==> config.mk <==
export PLATFORM = sky130hd
export DESIGN_NAME = pac_top
export DESIGN_NICKNAME = d
export VERILOG_FILES = /design/src/hdl/pac_sync.v /design/src/hdl/pac_tick.v /design/src/hdl/pac_top.v
export VERILOG_INCLUDE_DIRS = /design/src /design/src/hdl
export SDC_FILE = /design/constraint.sdc
export NUM_CORES = 1
export LEC_CHECK = 0
export BUFFER_PORTS_ARGS = -buffer_cell sky130_fd_sc_hd__buf_2
export CORE_AREA = 3 3 69 71
export DETAILED_ROUTE_END_ITERATION = 10
export DIE_AREA = 0 0 72 74
export PLACE_DENSITY = 0.78
export SETUP_SLACK_MARGIN = 0.02
export SLEW_MARGIN = 30
export SYNTH_ARGS = -nofsm -noshare
export SYNTH_HDL_FRONTEND = slang
export SYNTH_SLANG_ARGS = --single-unit
==> constraint.sdc <==
create_clock -name ref_clk -period 2.62 [get_ports ref_clk]
set_input_delay 0.131 -clock ref_clk [delete_from_list [all_inputs] [get_ports ref_clk]]
set_output_delay 0.131 -clock ref_clk [all_outputs]
set_load 0.02 [all_outputs]
==> src/hdl/pac_defs.vh <==
`ifndef PAC_DEFS_VH
`define PAC_DEFS_VH

// Register addresses on the plain port
`define PAC_ADDR_W          4
`define PAC_ADDR_CONTROL    4'h6
`define PAC_ADDR_COUNT      4'h7
`define PAC_ADDR_MASK_TWO   4'h4
`define PAC_ADDR_FLAGS_TWO  4'h5

// Control register fields
`define PAC_CTL_PORT_A7_DIR 7
`define PAC_CTL_SYS_EN      6
`define PAC_CTL_MODE        5
`define PAC_CTL_EDGE        4
`define PAC_CTL_PORT_A3_DIR 3
`define PAC_CTL_CHAN_SEL    2
`define PAC_CTL_RATE_HI     1
`define PAC_CTL_RATE_LO     0
`define PAC_CTL_RESET       8'h00

// Flag and mask fields
`define PAC_FLG_OVF         5
`define PAC_FLG_EDGE        4
`define PAC_MASK_RESET      2'h0

// E clock and tick timing
`define PAC_E_DIV           4
`define PAC_TICK_DIV        64

`endif

==> src/hdl/pac_sync.v <==
`timescale 1ns/1ps
module pac_sync
(
  input  wire ref_clk,
  input  wire nrst,
  input  wire din,
  output wire dout
);

  reg stage_one;
  reg stage_two;

  always @(posedge ref_clk or negedge nrst)
  begin
    if (!nrst)
    begin
      stage_one <= 1'b0;
      stage_two <= 1'b0;
    end
    else
    begin
      stage_one <= din;
      stage_two <= stage_one;
    end
  end

  assign dout = stage_two;

endmodule

==> src/hdl/pac_tick.v <==
`timescale 1ns/1ps
`include "pac_defs.vh"
module pac_tick
#(
  parameter E_DIV    = `PAC_E_DIV,
  parameter TICK_DIV = `PAC_TICK_DIV
)
(
  input  wire ref_clk,
  input  wire nrst,
  output reg  e_phase,
  output reg  tick
);

  reg [7:0] e_cnt;
  reg [5:0] t_cnt;

  // Free-running E phase and divide-by-64 tick
  always @(posedge ref_clk or negedge nrst)
  begin
    if (!nrst)
    begin
      e_cnt   <= 8'h00;
      t_cnt   <= 6'h00;
      e_phase <= 1'b0;
      tick    <= 1'b0;
    end
    else
    begin
      e_phase <= 1'b0;
      tick    <= 1'b0;
      if (e_cnt == E_DIV[7:0] - 8'h01)
      begin
        e_cnt   <= 8'h00;
        e_phase <= 1'b1;
        if (t_cnt == TICK_DIV[5:0] - 6'h01)
        begin
          t_cnt <= 6'h00;
          tick  <= 1'b1;
        end
        else
          t_cnt <= t_cnt + 6'h01;
      end
      else
        e_cnt <= e_cnt + 8'h01;
    end
  end

endmodule

==> src/hdl/pac_top.v <==
// Local design decisions: the plain strobed port and the placing of the registers.
`timescale 1ns/1ps
`include "pac_defs.vh"
module pac_top
#(
  parameter E_DIV    = `PAC_E_DIV,
  parameter TICK_DIV = `PAC_TICK_DIV
)
(
  input  wire       ref_clk,
  input  wire       nrst,
  input  wire [3:0] addr,
  input  wire [7:0] wdata,
  input  wire       wr_stb,
  input  wire       rd_stb,
  output reg  [7:0] rdata,
  input  wire       accum_input_pin,
  output reg        accum_overflow_irq,
  output reg        accum_edge_irq,
  output reg        input_capture_four,
  output reg        output_compare_five,
  output reg        port_a7_direction,
  output reg        port_a3_direction,
  output reg  [1:0] periodic_rate_sel
);

  ////////////////////////////////////////////////////////////////////////////
  // Registers

  reg  [7:0] accumulator_control;
  reg  [7:0] accumulator_count;
  reg        accum_overflow_irq_en;
  reg        accum_edge_irq_en;
  reg        accum_overflow_flag;
  reg        accum_edge_flag;
  reg        pin_prev;
  reg        inc_pending;
  wire       pin_sync;
  wire       e_phase;
  wire       tick;

  wire accum_system_enable = accumulator_control[`PAC_CTL_SYS_EN];
  wire accum_mode_sel      = accumulator_control[`PAC_CTL_MODE];
  wire accum_edge_ctrl     = accumulator_control[`PAC_CTL_EDGE];

  ////////////////////////////////////////////////////////////////////////////
  // Input synchroniser and timebase

  pac_sync u_sync
  (
    .ref_clk (ref_clk),
    .nrst    (nrst),
    .din     (accum_input_pin),
    .dout    (pin_sync)
  );

  pac_tick #(.E_DIV(E_DIV), .TICK_DIV(TICK_DIV)) u_tick
  (
    .ref_clk (ref_clk),
    .nrst    (nrst),
    .e_phase (e_phase),
    .tick    (tick)
  );

  ////////////////////////////////////////////////////////////////////////////
  // Edge and gate detection

  wire rise      = pin_sync & ~pin_prev;
  wire fall      = ~pin_sync & pin_prev;
  wire sel_edge  = accum_edge_ctrl ? rise : fall;
  wire gate_open = accum_edge_ctrl ? ~pin_sync : pin_sync;
  wire wr_count  = wr_stb && (addr == `PAC_ADDR_COUNT);
  wire wr_flags  = wr_stb && (addr == `PAC_ADDR_FLAGS_TWO);
  wire count_evt = accum_system_enable &&
                   (accum_mode_sel ? (tick && gate_open) : sel_edge);
  wire do_inc    = inc_pending && !e_phase;
  wire wrap      = do_inc && !wr_count && (accumulator_count == 8'hff);

  always @(posedge ref_clk or negedge nrst)
  begin
    if (!nrst)
      pin_prev <= 1'b0;
    else
      pin_prev <= pin_sync;
  end

  ////////////////////////////////////////////////////////////////////////////
  // Counter, not reset

  always @(posedge ref_clk)
  begin
    if (wr_count)
      accumulator_count <= wdata;
    else if (do_inc)
      accumulator_count <= accumulator_count + 8'h01;
  end

  // Increment waits off the read phase
  always @(posedge ref_clk or negedge nrst)
  begin
    if (!nrst)
      inc_pending <= 1'b0;
    else if (count_evt)
      inc_pending <= 1'b1;
    else if (do_inc)
      inc_pending <= 1'b0;
  end

  ////////////////////////////////////////////////////////////////////////////
  // Control, mask and flags

  always @(posedge ref_clk or negedge nrst)
  begin
    if (!nrst)
    begin
      accumulator_control   <= `PAC_CTL_RESET;
      accum_overflow_irq_en <= 1'b0;
      accum_edge_irq_en     <= 1'b0;
    end
    else if (wr_stb)
    begin
      if (addr == `PAC_ADDR_CONTROL)
        accumulator_control <= wdata;
      if (addr == `PAC_ADDR_MASK_TWO)
      begin
        accum_overflow_irq_en <= wdata[`PAC_FLG_OVF];
        accum_edge_irq_en     <= wdata[`PAC_FLG_EDGE];
      end
    end
  end

  always @(posedge ref_clk or negedge nrst)
  begin
    if (!nrst)
    begin
      accum_overflow_flag <= 1'b0;
      accum_edge_flag     <= 1'b0;
    end
    else
    begin
      if (wrap)
        accum_overflow_flag <= 1'b1;
      else if (wr_flags && wdata[`PAC_FLG_OVF])
        accum_overflow_flag <= 1'b0;
      if (accum_system_enable && sel_edge)
        accum_edge_flag <= 1'b1;
      else if (wr_flags && wdata[`PAC_FLG_EDGE])
        accum_edge_flag <= 1'b0;
    end
  end

  ////////////////////////////////////////////////////////////////////////////
  // Outputs

  always @(posedge ref_clk or negedge nrst)
  begin
    if (!nrst)
    begin
      accum_overflow_irq  <= 1'b0;
      accum_edge_irq      <= 1'b0;
      input_capture_four  <= 1'b0;
      output_compare_five <= 1'b0;
      port_a7_direction   <= 1'b0;
      port_a3_direction   <= 1'b0;
      periodic_rate_sel   <= 2'h0;
    end
    else
    begin
      accum_overflow_irq  <= accum_overflow_flag & accum_overflow_irq_en;
      accum_edge_irq      <= accum_edge_flag & accum_edge_irq_en;
      input_capture_four  <= accumulator_control[`PAC_CTL_CHAN_SEL];
      output_compare_five <= ~accumulator_control[`PAC_CTL_CHAN_SEL];
      port_a7_direction   <= accumulator_control[`PAC_CTL_PORT_A7_DIR];
      port_a3_direction   <= accumulator_control[`PAC_CTL_PORT_A3_DIR];
      periodic_rate_sel   <= accumulator_control[`PAC_CTL_RATE_HI:`PAC_CTL_RATE_LO];
    end
  end

  ////////////////////////////////////////////////////////////////////////////
  // Read port

  always @(posedge ref_clk or negedge nrst)
  begin
    if (!nrst)
      rdata <= 8'h00;
    else if (rd_stb)
    begin
      case (addr)
        `PAC_ADDR_CONTROL:   rdata <= accumulator_control;
        `PAC_ADDR_COUNT:     rdata <= accumulator_count;
        `PAC_ADDR_MASK_TWO:  rdata <= {2'h0, accum_overflow_irq_en, accum_edge_irq_en, 4'h0};
        `PAC_ADDR_FLAGS_TWO: rdata <= {2'h0, accum_overflow_flag, accum_edge_flag, 4'h0};
        default:             rdata <= 8'h00;
      endcase
    end
    else
      rdata <= 8'h00;
  end

endmodule

==> metrics, run 1 <==
Post-Syn Area 0.002501 mm^2; kind of critical path reg2reg; gr busiest metal met2; Cells after Synth 197; first-pass GRT wire length 7424 um; share of cells above drive strength 1 25.11%; Hold Startpoint wdata[3]; Total Routing Usage GR 17.94%; Non-Filler Instances 287; Max H-tree Level 2; Main synth FF type dfrtp_1; initial antenna violation count 0; final hold vios 0; CP Data Arrival Time 1.88 ns; number of global-route vias before repair 1625; # setup viols final 0; XOR/XNOR Fraction of Synth Area 4.202%; ys async rst share 85.71%; IO Port Bufs 32; largest net degree at the start of global routing 49; Compound-Gate Fraction of Synth Area 8.404%; Slew @ Worst Pin 0.7741 ns; area grow syn2layout 11.81%; hold_buf cts 2; CTS buffer count 5; peak supply drop 361.0 uV; Mapped Avg Cell Area 12.70 um^2; postcts setup bufs 0; fraction of the mapped netlist area in adder cells 1.501%; DRT iter0 DRCs 79; DR pass1 iterations 4; worst skew pair latency 0.31 ns; worst hold path type in2reg; Routed WL 4277 um; Pins Over Slew Limit 0; Inst Count DP 277; vias per inst 5.815; Horiz. Die Dim 72 um; Initial Utilization 58.25%; pwr dens 600.1 mW/mm^2; mux cell area share after synthesis 8.654%; Post-synth EDFFs 8; critical path fanouts, max 7; CTS resizes 0; Sequential Power Share 60.6%; RSZ-0062 raised after global routing false; met3 Use GR 5.270%; via count 1669; M1 GR Usage 22.94%; die height 74 um; placed inst area 0.002696 mm^2; Seq/Total Area, Yosys 57.63%; WL/cell 14.90 um; largest family of logic cells by synthesized area simple AND/OR/NAND/NOR gates; pre-CTS setup slack 0.9524 ns; internal power 1.248 mW; Post-Syn Nets 217; worst path required time 2.81 ns; Yosys cell types 46; CTS Root Cell clkbuf_8; Simple-Gate Fraction of Synth Area 17.56%; total gr overflow 0; TritonCTS clock tree done; CORE AREA 0.004294 mm^2; crit start category register; Switching Fraction 25.62%; Psw 0.4298 mW; final setup TNS 0 ns; Critical Path Source u_tick.e_cnt[0]; Comb pwr share 13.2%; fin crit share 64.51%; clock group share of total power 26.2%; leakage 1.259 nW; max_slew headroom 48.39%; DRC 0; number of warnings issued by yosys 0; total power 1.678 mW; Clock Path Buffers 2; nets 254; die footprint 0.005328 mm^2; Final Core Density 65.12%; Reg clk slew, reported paths 0.09 ns; dpl hpwl 3144 um; final hold slack 0.06916 ns; row cnt 24; Max Cap Viol 0; Worst Slack Setup Final 0.9299 ns; CTS Sinks 56; number of fill cells 341; Worst Skew 0.009991 ns; CP endpoint kind register; GP Congestion 0.8411; diodes inserted 0; status completed; antenna-violating nets left 0; worst r2r src u_tick.e_cnt[0]; minimum clock period 1.690 ns; I/O pins 33; Max Clock Freq 591.7 MHz; Design Area, Final 0.002796 mm^2; met2 usage 30.10%; synthesized flop and latch total 56
[final timing paths]
| kind | slack (ns) | cells past startpoint | end |
|---|---|---|---|
| min in group asynchronous | 0.35 | 2 | rdata[5] |
| min reg2reg | 0.36 | 0 | u_sync.dout |
| min | 0.07 | 2 | accumulator_control[3] |
| max reg2reg | 0.93 | 5 | u_tick.t_cnt[1] |
| max in group asynchronous | 1.85 | 2 | accumulator_control[1] |
| max | 0.93 | 5 | u_tick.t_cnt[1] |
[cells in the mapped netlist (4+ instances only)]
library cell  number  area [um^2]
and2_1             6        37.54
mux2_2            13        146.4
and3_1             6        37.54
inv_1              4        15.01
dfrtp_1           48         1201
nand3_1           14        70.07
nor2_1             9        33.78
edfxtp_1           8        240.2
mux2i_1            7        70.07
nand2_1            7        26.28
xnor2_1           10        87.58
o21ai_0            9        45.04
nor3_1             4        20.02
[state kept, by name, summed over array words and instances (netlist names), 2 cells and up]
name and count:
accumulator_control 8, rdata 8, periodic_rate_sel 2, u_tick.e_cnt 8, accumulator_count 8, u_tick.t_cnt 6
[worst max-delay path, stage by stage, from the launching register on]
cell	delay [ns]
dfrtp_1	0.39
ha_1	0.21
nor3b_2	0.38
nand2_2	0.12
inv_2	0.14
mux2_2	0.34
[power groups by stage]
stage | clock network, mW | registers [mW] | logic [mW]
finish | 0.440 | 1.02 | 0.221
global route | 0.486 | 1.03 | 0.243
CTS | 0.455 | 1.02 | 0.225
detailed placement | 0 | 1.04 | 0.222
global placement | 0 | 1.03 | 0.218
floorplan | 0 | 1.06 | 0.104
[placed cells by master, fill, tap and decap left out, types with 2 or more instances in the layout]
cell	Yosys	final
nand3_1	14	14
nor2_1	9	9
nor3b_2	2	2
nand3b_1	2	2
nor3b_1	2	2
clkbuf_1	0	2
mux2i_1	7	7
ha_1	3	3
o21ai_0	9	9
inv_1	4	4
dfrtp_1	48	48
xor2_1	2	2
buf_2	1	31
a31oi_1	3	3
clkbuf_8	0	5
xnor2_1	10	10
nand4_1	3	3
a221oi_1	2	2
a211oi_1	2	2
and3_1	6	6
or3_1	2	2
dlygate4sd3_1	0	2
mux2_2	13	13
and3b_1	2	2
nor3_1	4	4
edfxtp_1	8	8
a41oi_1	3	3
and2_1	6	6
nor2b_1	3	3
nand2_1	7	7
[final cells by class]
type                            instances  area, um^2  area share, %
Timing Repair Buffer                   34       182.7          6.532
Multi-Input combinational cell        132        1008          36.06
Tap cell                               52       65.06          2.327
Inverter                                5       18.77         0.6711
Clock inverter                          1       3.754         0.1342
Sequential cell                        56        1441          51.54
Clock buffer                            7       76.32          2.729
[cell families (layout without fill, tap and decap cells)]
logic type / Yosys count / after routing
xor gates and xnor gates: 12 / 12
muxes: 20 / 20
DFF: 56 / 56
adders and majority gates: 3 / 3
buffers and inverters: 9 / 47
AOI/OAI and AO/OA: 28 / 28
and+or+nand+nor: 69 / 69
[layer usage]
metal / up-vias / wire length (um) / part of all wire, %
li1: 794 / - / -
met1: 818 / 1836 / 43
met2: 52 / 2102 / 49
met3: 5 / 293 / 6.9
met4: 0 / 44 / 1.0
met5: - / 0 / 0
(Power assumes the default switching activity.)
==> run 2: changes to the inputs <==
--- a/config.mk
+++ b/config.mk
@@ -7,10 +7,10 @@
 export NUM_CORES = 1
 export LEC_CHECK = 0
 export BUFFER_PORTS_ARGS = -buffer_cell sky130_fd_sc_hd__buf_2
-export CORE_AREA = 3 3 69 71
+export CORE_AREA = 3 3 75 77
 export DETAILED_ROUTE_END_ITERATION = 10
-export DIE_AREA = 0 0 72 74
-export PLACE_DENSITY = 0.78
+export DIE_AREA = 0 0 78 80
+export PLACE_DENSITY = 0.7
 export SETUP_SLACK_MARGIN = 0.02
 export SLEW_MARGIN = 30
 export SYNTH_ARGS = -nofsm -noshare
==> constraint.sdc (replaced) <==
create_clock -name ref_clk -period 1.41 [get_ports ref_clk]
set_input_delay 0.0705 -clock ref_clk [delete_from_list [all_inputs] [get_ports ref_clk]]
set_output_delay 0.0705 -clock ref_clk [all_outputs]
set_load 0.02 [all_outputs]
==> run 2 against run 1 <==
Worst setup slack worse by 0.92 ns. Global-route usage shrank 1.7 points. Final cell count is 13% higher. Register-to-register slack worse by 0.92 ns. Routed wire length is 8.0% higher. First-iteration DRC count up 84%. Clock skew up 0.0062 ns. Design area grew 8.2%. Combinational power grew 99%. Critical path type unchanged.
==> metrics, run 2 (synthesis gave the netlist of run 1 again) <==
nets 272; Worst Slack Setup Final 0.01163 ns; CORE AREA 0.005075 mm^2; pwr dens 1062 mW/mm^2; Horiz. Die Dim 78 um; initial antenna violation count 0; Total Routing Usage GR 16.20%; final hold vios 0; leakage 1.355 nW; kind of critical path reg2reg; max_slew headroom 67.98%; placed inst area 0.002874 mm^2; DR pass1 iterations 4; IO Port Bufs 32; RSZ-0062 raised after global routing true; pre-CTS setup slack 0.02735 ns; # setup viols final 0; largest net degree at the start of global routing 29; peak supply drop 555.8 uV; Inst Count DP 312; row cnt 26; DRC 0; Slew @ Worst Pin 0.4803 ns; Clock Path Buffers 2; number of global-route vias before repair 1708; vias per inst 5.282; area grow syn2layout 21.01%; Final Core Density 59.64%; most frequent cells in the layout dfrtp_1, buf_2, buf_4; Hold Startpoint wdata[3]; Initial Utilization 49.29%; first-pass GRT wire length 7948 um; CTS buffer count 5; worst hold path type in2reg; DRT iter0 DRCs 145; diodes inserted 0; commonest non-fill, non-tap cell in the layout dfrtp_1; CP Data Arrival Time 1.48 ns; CTS Sinks 56; worst path cell trace and4_1 > a21boi_1 > o31a_1; I/O pins 33; die height 80 um; worst path required time 1.49 ns; status completed; Non-Filler Instances 323; share of cells above drive strength 1 33.20%; final setup TNS 0 ns; Reg clk slew, reported paths 0.11 ns; dpl hpwl 3460 um; Design Area, Final 0.003027 mm^2; worst skew pair latency 0.31 ns; total gr overflow 0; Max Clock Freq 715.1 MHz; final hold slack 0.009202 ns; via count 1706; number of fill cells 411; antenna-violating nets left 0; Max Cap Viol 0; fin crit share 99.18%; FF-to-FF setup slack 0.01 ns; CP endpoint kind register; TritonCTS clock tree done; critical path fanouts, max 7; worst r2r src accumulator_count[2]; WL/cell 14.30 um; GP Congestion 0.8772; total power 3.214 mW; Worst Skew 0.01614 ns; crit start category register; Pins Over Slew Limit 0; Critical Path Max Stage Delay 0.55 ns; Routed WL 4618 um; CTS Root Cell clkbuf_8; Critical Path Source accumulator_count[2]; die footprint 0.006240 mm^2; CP Buf/Inv Count 0; Max H-tree Level 2; Largest delay share family, worst path flip-flops; minimum clock period 1.398 ns; Critical Path Slowest Stage Cell edfxtp_1
run 2: cell count changes in the layout (fill, tap and decap cells not counted), moves of 2 or more:
cell / before / now
ha_1: 3 / 1
buf_4: 1 / 15
clkbuf_1: 2 / 0
buf_6: 0 / 2
clkinvlp_4: 0 / 2
run 2: layer usage:
layer	share of wire (%)	track usage [%]	up-vias
li1	-	-	838
met1	45	20.51	829
met2	48	27.14	33
met3	4.7	4.176	6
met4	1.7	5.245	0
met5	0	0	-
run 2: power breakdown:
part	switching, mW	internal, mW
combinational	0.243	0.197
clock	0.532	0.353
sequential	0.0938	1.79
total	0.869	2.34
run 2: timing repair:
item	in CTS	in global routing
gates cloned	0	0
endpoints found under the hold margin	21	0
hold buffers	2	0
buffers inserted	0	1
resized for setup	1	7
setup endpoints to repair	1	5
pin swaps	0	4
run 2: final timing paths:
check,to,cells after the start
max,accumulator_count[5],3
min in group asynchronous,rdata[6],2
min reg2reg,u_sync.dout,0
max reg2reg,accumulator_count[5],3
max in group asynchronous,inc_pending,3
min,accumulator_control[3],2
run 2: layout make-up:
class / instances / area [um^2] / area share, %
clock inverters: 3 / 23.77 / 0.7854
inverters: 5 / 18.77 / 0.6201
clock buffers: 5 / 68.82 / 2.274
flip-flops and latches: 56 / 1441 / 47.62
multi-input cells: 132 / 1051 / 34.73
repair buffers: 52 / 335.3 / 11.08
well taps: 70 / 87.58 / 2.894
==> run 3: changes to the inputs <==
--- a/config.mk
+++ b/config.mk
@@ -6,11 +6,11 @@
 export SDC_FILE = /design/constraint.sdc
 export NUM_CORES = 1
 export LEC_CHECK = 0
-export BUFFER_PORTS_ARGS = -buffer_cell sky130_fd_sc_hd__buf_2
-export CORE_AREA = 3 3 75 77
+export CORE_AREA = 3 3 71 73
 export DETAILED_ROUTE_END_ITERATION = 10
-export DIE_AREA = 0 0 78 80
-export PLACE_DENSITY = 0.7
+export DIE_AREA = 0 0 74 76
+export DONT_BUFFER_PORTS = 1
+export PLACE_DENSITY = 0.71
 export SETUP_SLACK_MARGIN = 0.02
 export SLEW_MARGIN = 30
 export SYNTH_ARGS = -nofsm -noshare
==> run 3 against run 2 <==
Flip-flop and latch count is the same. Largest cell class unchanged. Worst hold slack worse by 0.0082 ns. Routed wire length rose by 11%. First-iteration DRC count decreased by 16%. Design area is 1.9% lower. Clock skew shrank 0.0031 ns. Combinational power shrank 31%. Clock power shrank 5.1%. Clock-buffer cell count is 1 higher. Non-clock buffer count is 20 lower. Die area fell by 9.9%. Highest routed layer unchanged.
==> metrics, run 3 (synthesis gave the netlist of run 1 again) <==
worst hold endpoint accumulator_count[7]; die footprint 0.005624 mm^2; wire length on met2 2789 um; Total Routing Usage GR 19.74%; Slew @ Worst Pin 0.4818 ns; placed inst area 0.002634 mm^2; pwr dens 1051 mW/mm^2; # setup viols final 0; Max Clock Freq 720.6 MHz; IO Port Bufs 0; FF-to-FF setup slack 0.02 ns; total power 3.120 mW; worst hold path type in2reg; Clock Path Buffers 2; CP endpoint kind register; peak supply drop 536.9 uV; total gr overflow 0; Routed WL 5117 um; worst skew pair latency 0.31 ns; TritonCTS clock tree done; CP Data Arrival Time 1.45 ns; kind of critical path reg2reg; R2R depth 3; DRT iter0 DRCs 122; largest net degree at the start of global routing 49; crit start category register; Met3 Wirelength 208 um; Met1 Wirelength 2035 um; initial antenna violation count 0; minimum clock period 1.388 ns; DRC 0; fin crit share 98.43%; I/O pins 33; Reg clk slew, reported paths 0.10 ns; highest metal used met4; most frequent cells in the layout dfrtp_1, buf_4, nand3_1, dlygate4sd3_1, mux2_2; DR pass1 iterations 4; Design Area, Final 0.002969 mm^2; vias per inst 5.982; Pins Over Slew Limit 0; final hold vios 0; number of global-route vias before repair 1826; critical path fanouts, max 7; WL/cell 17.95 um; Critical Path Source accumulator_count[2]; row cnt 24; leakage 1.262 nW; Worst Skew 0.01306 ns; max_slew headroom 67.77%; diodes inserted 0; Hold Path Cell Cnt 2; worst path required time 1.47 ns; GP Congestion 0.9434; CTS Root Cell clkbuf_8; Max H-tree Level 2; via count 1705; antenna-violating nets left 0; first-pass GRT wire length 8569 um; CORE AREA 0.004414 mm^2; RR Endpoint accumulator_count[5]; worst r2r src accumulator_count[2]; dpl hpwl 3533 um; Max Cap Viol 0; Horiz. Die Dim 74 um; area grow syn2layout 18.71%; CTS buffer count 5; share of cells above drive strength 1 22.75%; nets 252; CTS Sinks 56; commonest non-fill, non-tap cell in the layout dfrtp_1; Hold Startpoint wdata[7]; die height 76 um; RSZ-0062 raised after global routing true; Initial Utilization 56.66%; status completed
==> run 3: final cells by class <==
type / instances / area, um^2
clock buffer: 6 / 72.57
clock inverter: 2 / 11.26
fill: 331 / 1445
inverter: 5 / 18.77
multi-input combinational: 132 / 1059
sequential: 56 / 1443
tap: 52 / 65.06
timing repair buffer: 32 / 300.3
==> run 3: timing repair <==
action,4_1_cts,5_1_grt
hold buffers,14,0
resized for setup,1,8
setup buffers,1,6
endpoints found under the hold margin,72,0
endpoints found under the setup margin,2,7
pin swaps,0,3
==> run 3: routing by layer <==
layer,track usage [%],up-vias
li1,-,791
met1,23.53,867
met2,34.75,38
met3,3.958,9
met4,6.341,0
met5,0,-
==> run 3: worst max-delay path by stage <==
stage | endpoint | slack [ns] | cells after the start
after floorplan | u_tick.t_cnt[1] | -0.03 | 5
after global placement | accumulator_count[6] | 0.08 | 4
after detailed placement | u_tick.t_cnt[1] | 0.03 | 5
after CTS | accumulator_count[6] | 0.03 | 4
after global routing | u_tick.t_cnt[1] | -0.03 | 5
final | accumulator_count[5] | 0.02 | 3
==> run 3: power by group <==
group	total, mW	switching (mW)	leakage [nW]	internal, mW
clock	0.840	0.494	0.0388	0.346
sequential	1.98	0.182	0.683	1.80
combinational	0.302	0.141	0.540	0.161
total	3.12	0.817	1.26	2.30
==> run 3: worst max-delay path, stage by stage (launching register included) <==
cell and delay, ns:
edfxtp_1 0.52, and4_1 0.28, a21boi_1 0.08, o31a_1 0.27
==> run 3: metrics by stage <==
| step | utilization (%) | instances | hold WS (ns) | worst slack, ns | TNS [ns] |
|---|---|---|---|---|---|
| 5_1_grt | 67.26 | 285 | 0.003249 | -0.02859 | -0.06910 |
| 2_1_floorplan | - | 197 | -0.2251 | -0.02940 | -0.02940 |
| 6_report | 67.26 | 285 | 0.0009812 | 0.02218 | 0 |
| 3_5_place_dp | 59.67 | 256 | -0.2240 | 0.02877 | 0 |
| 3_3_place_gp | 59.67 | 256 | -0.2241 | 0.08356 | 0 |
| 4_1_cts | 65.36 | 279 | 0.003845 | 0.02520 | 0 |
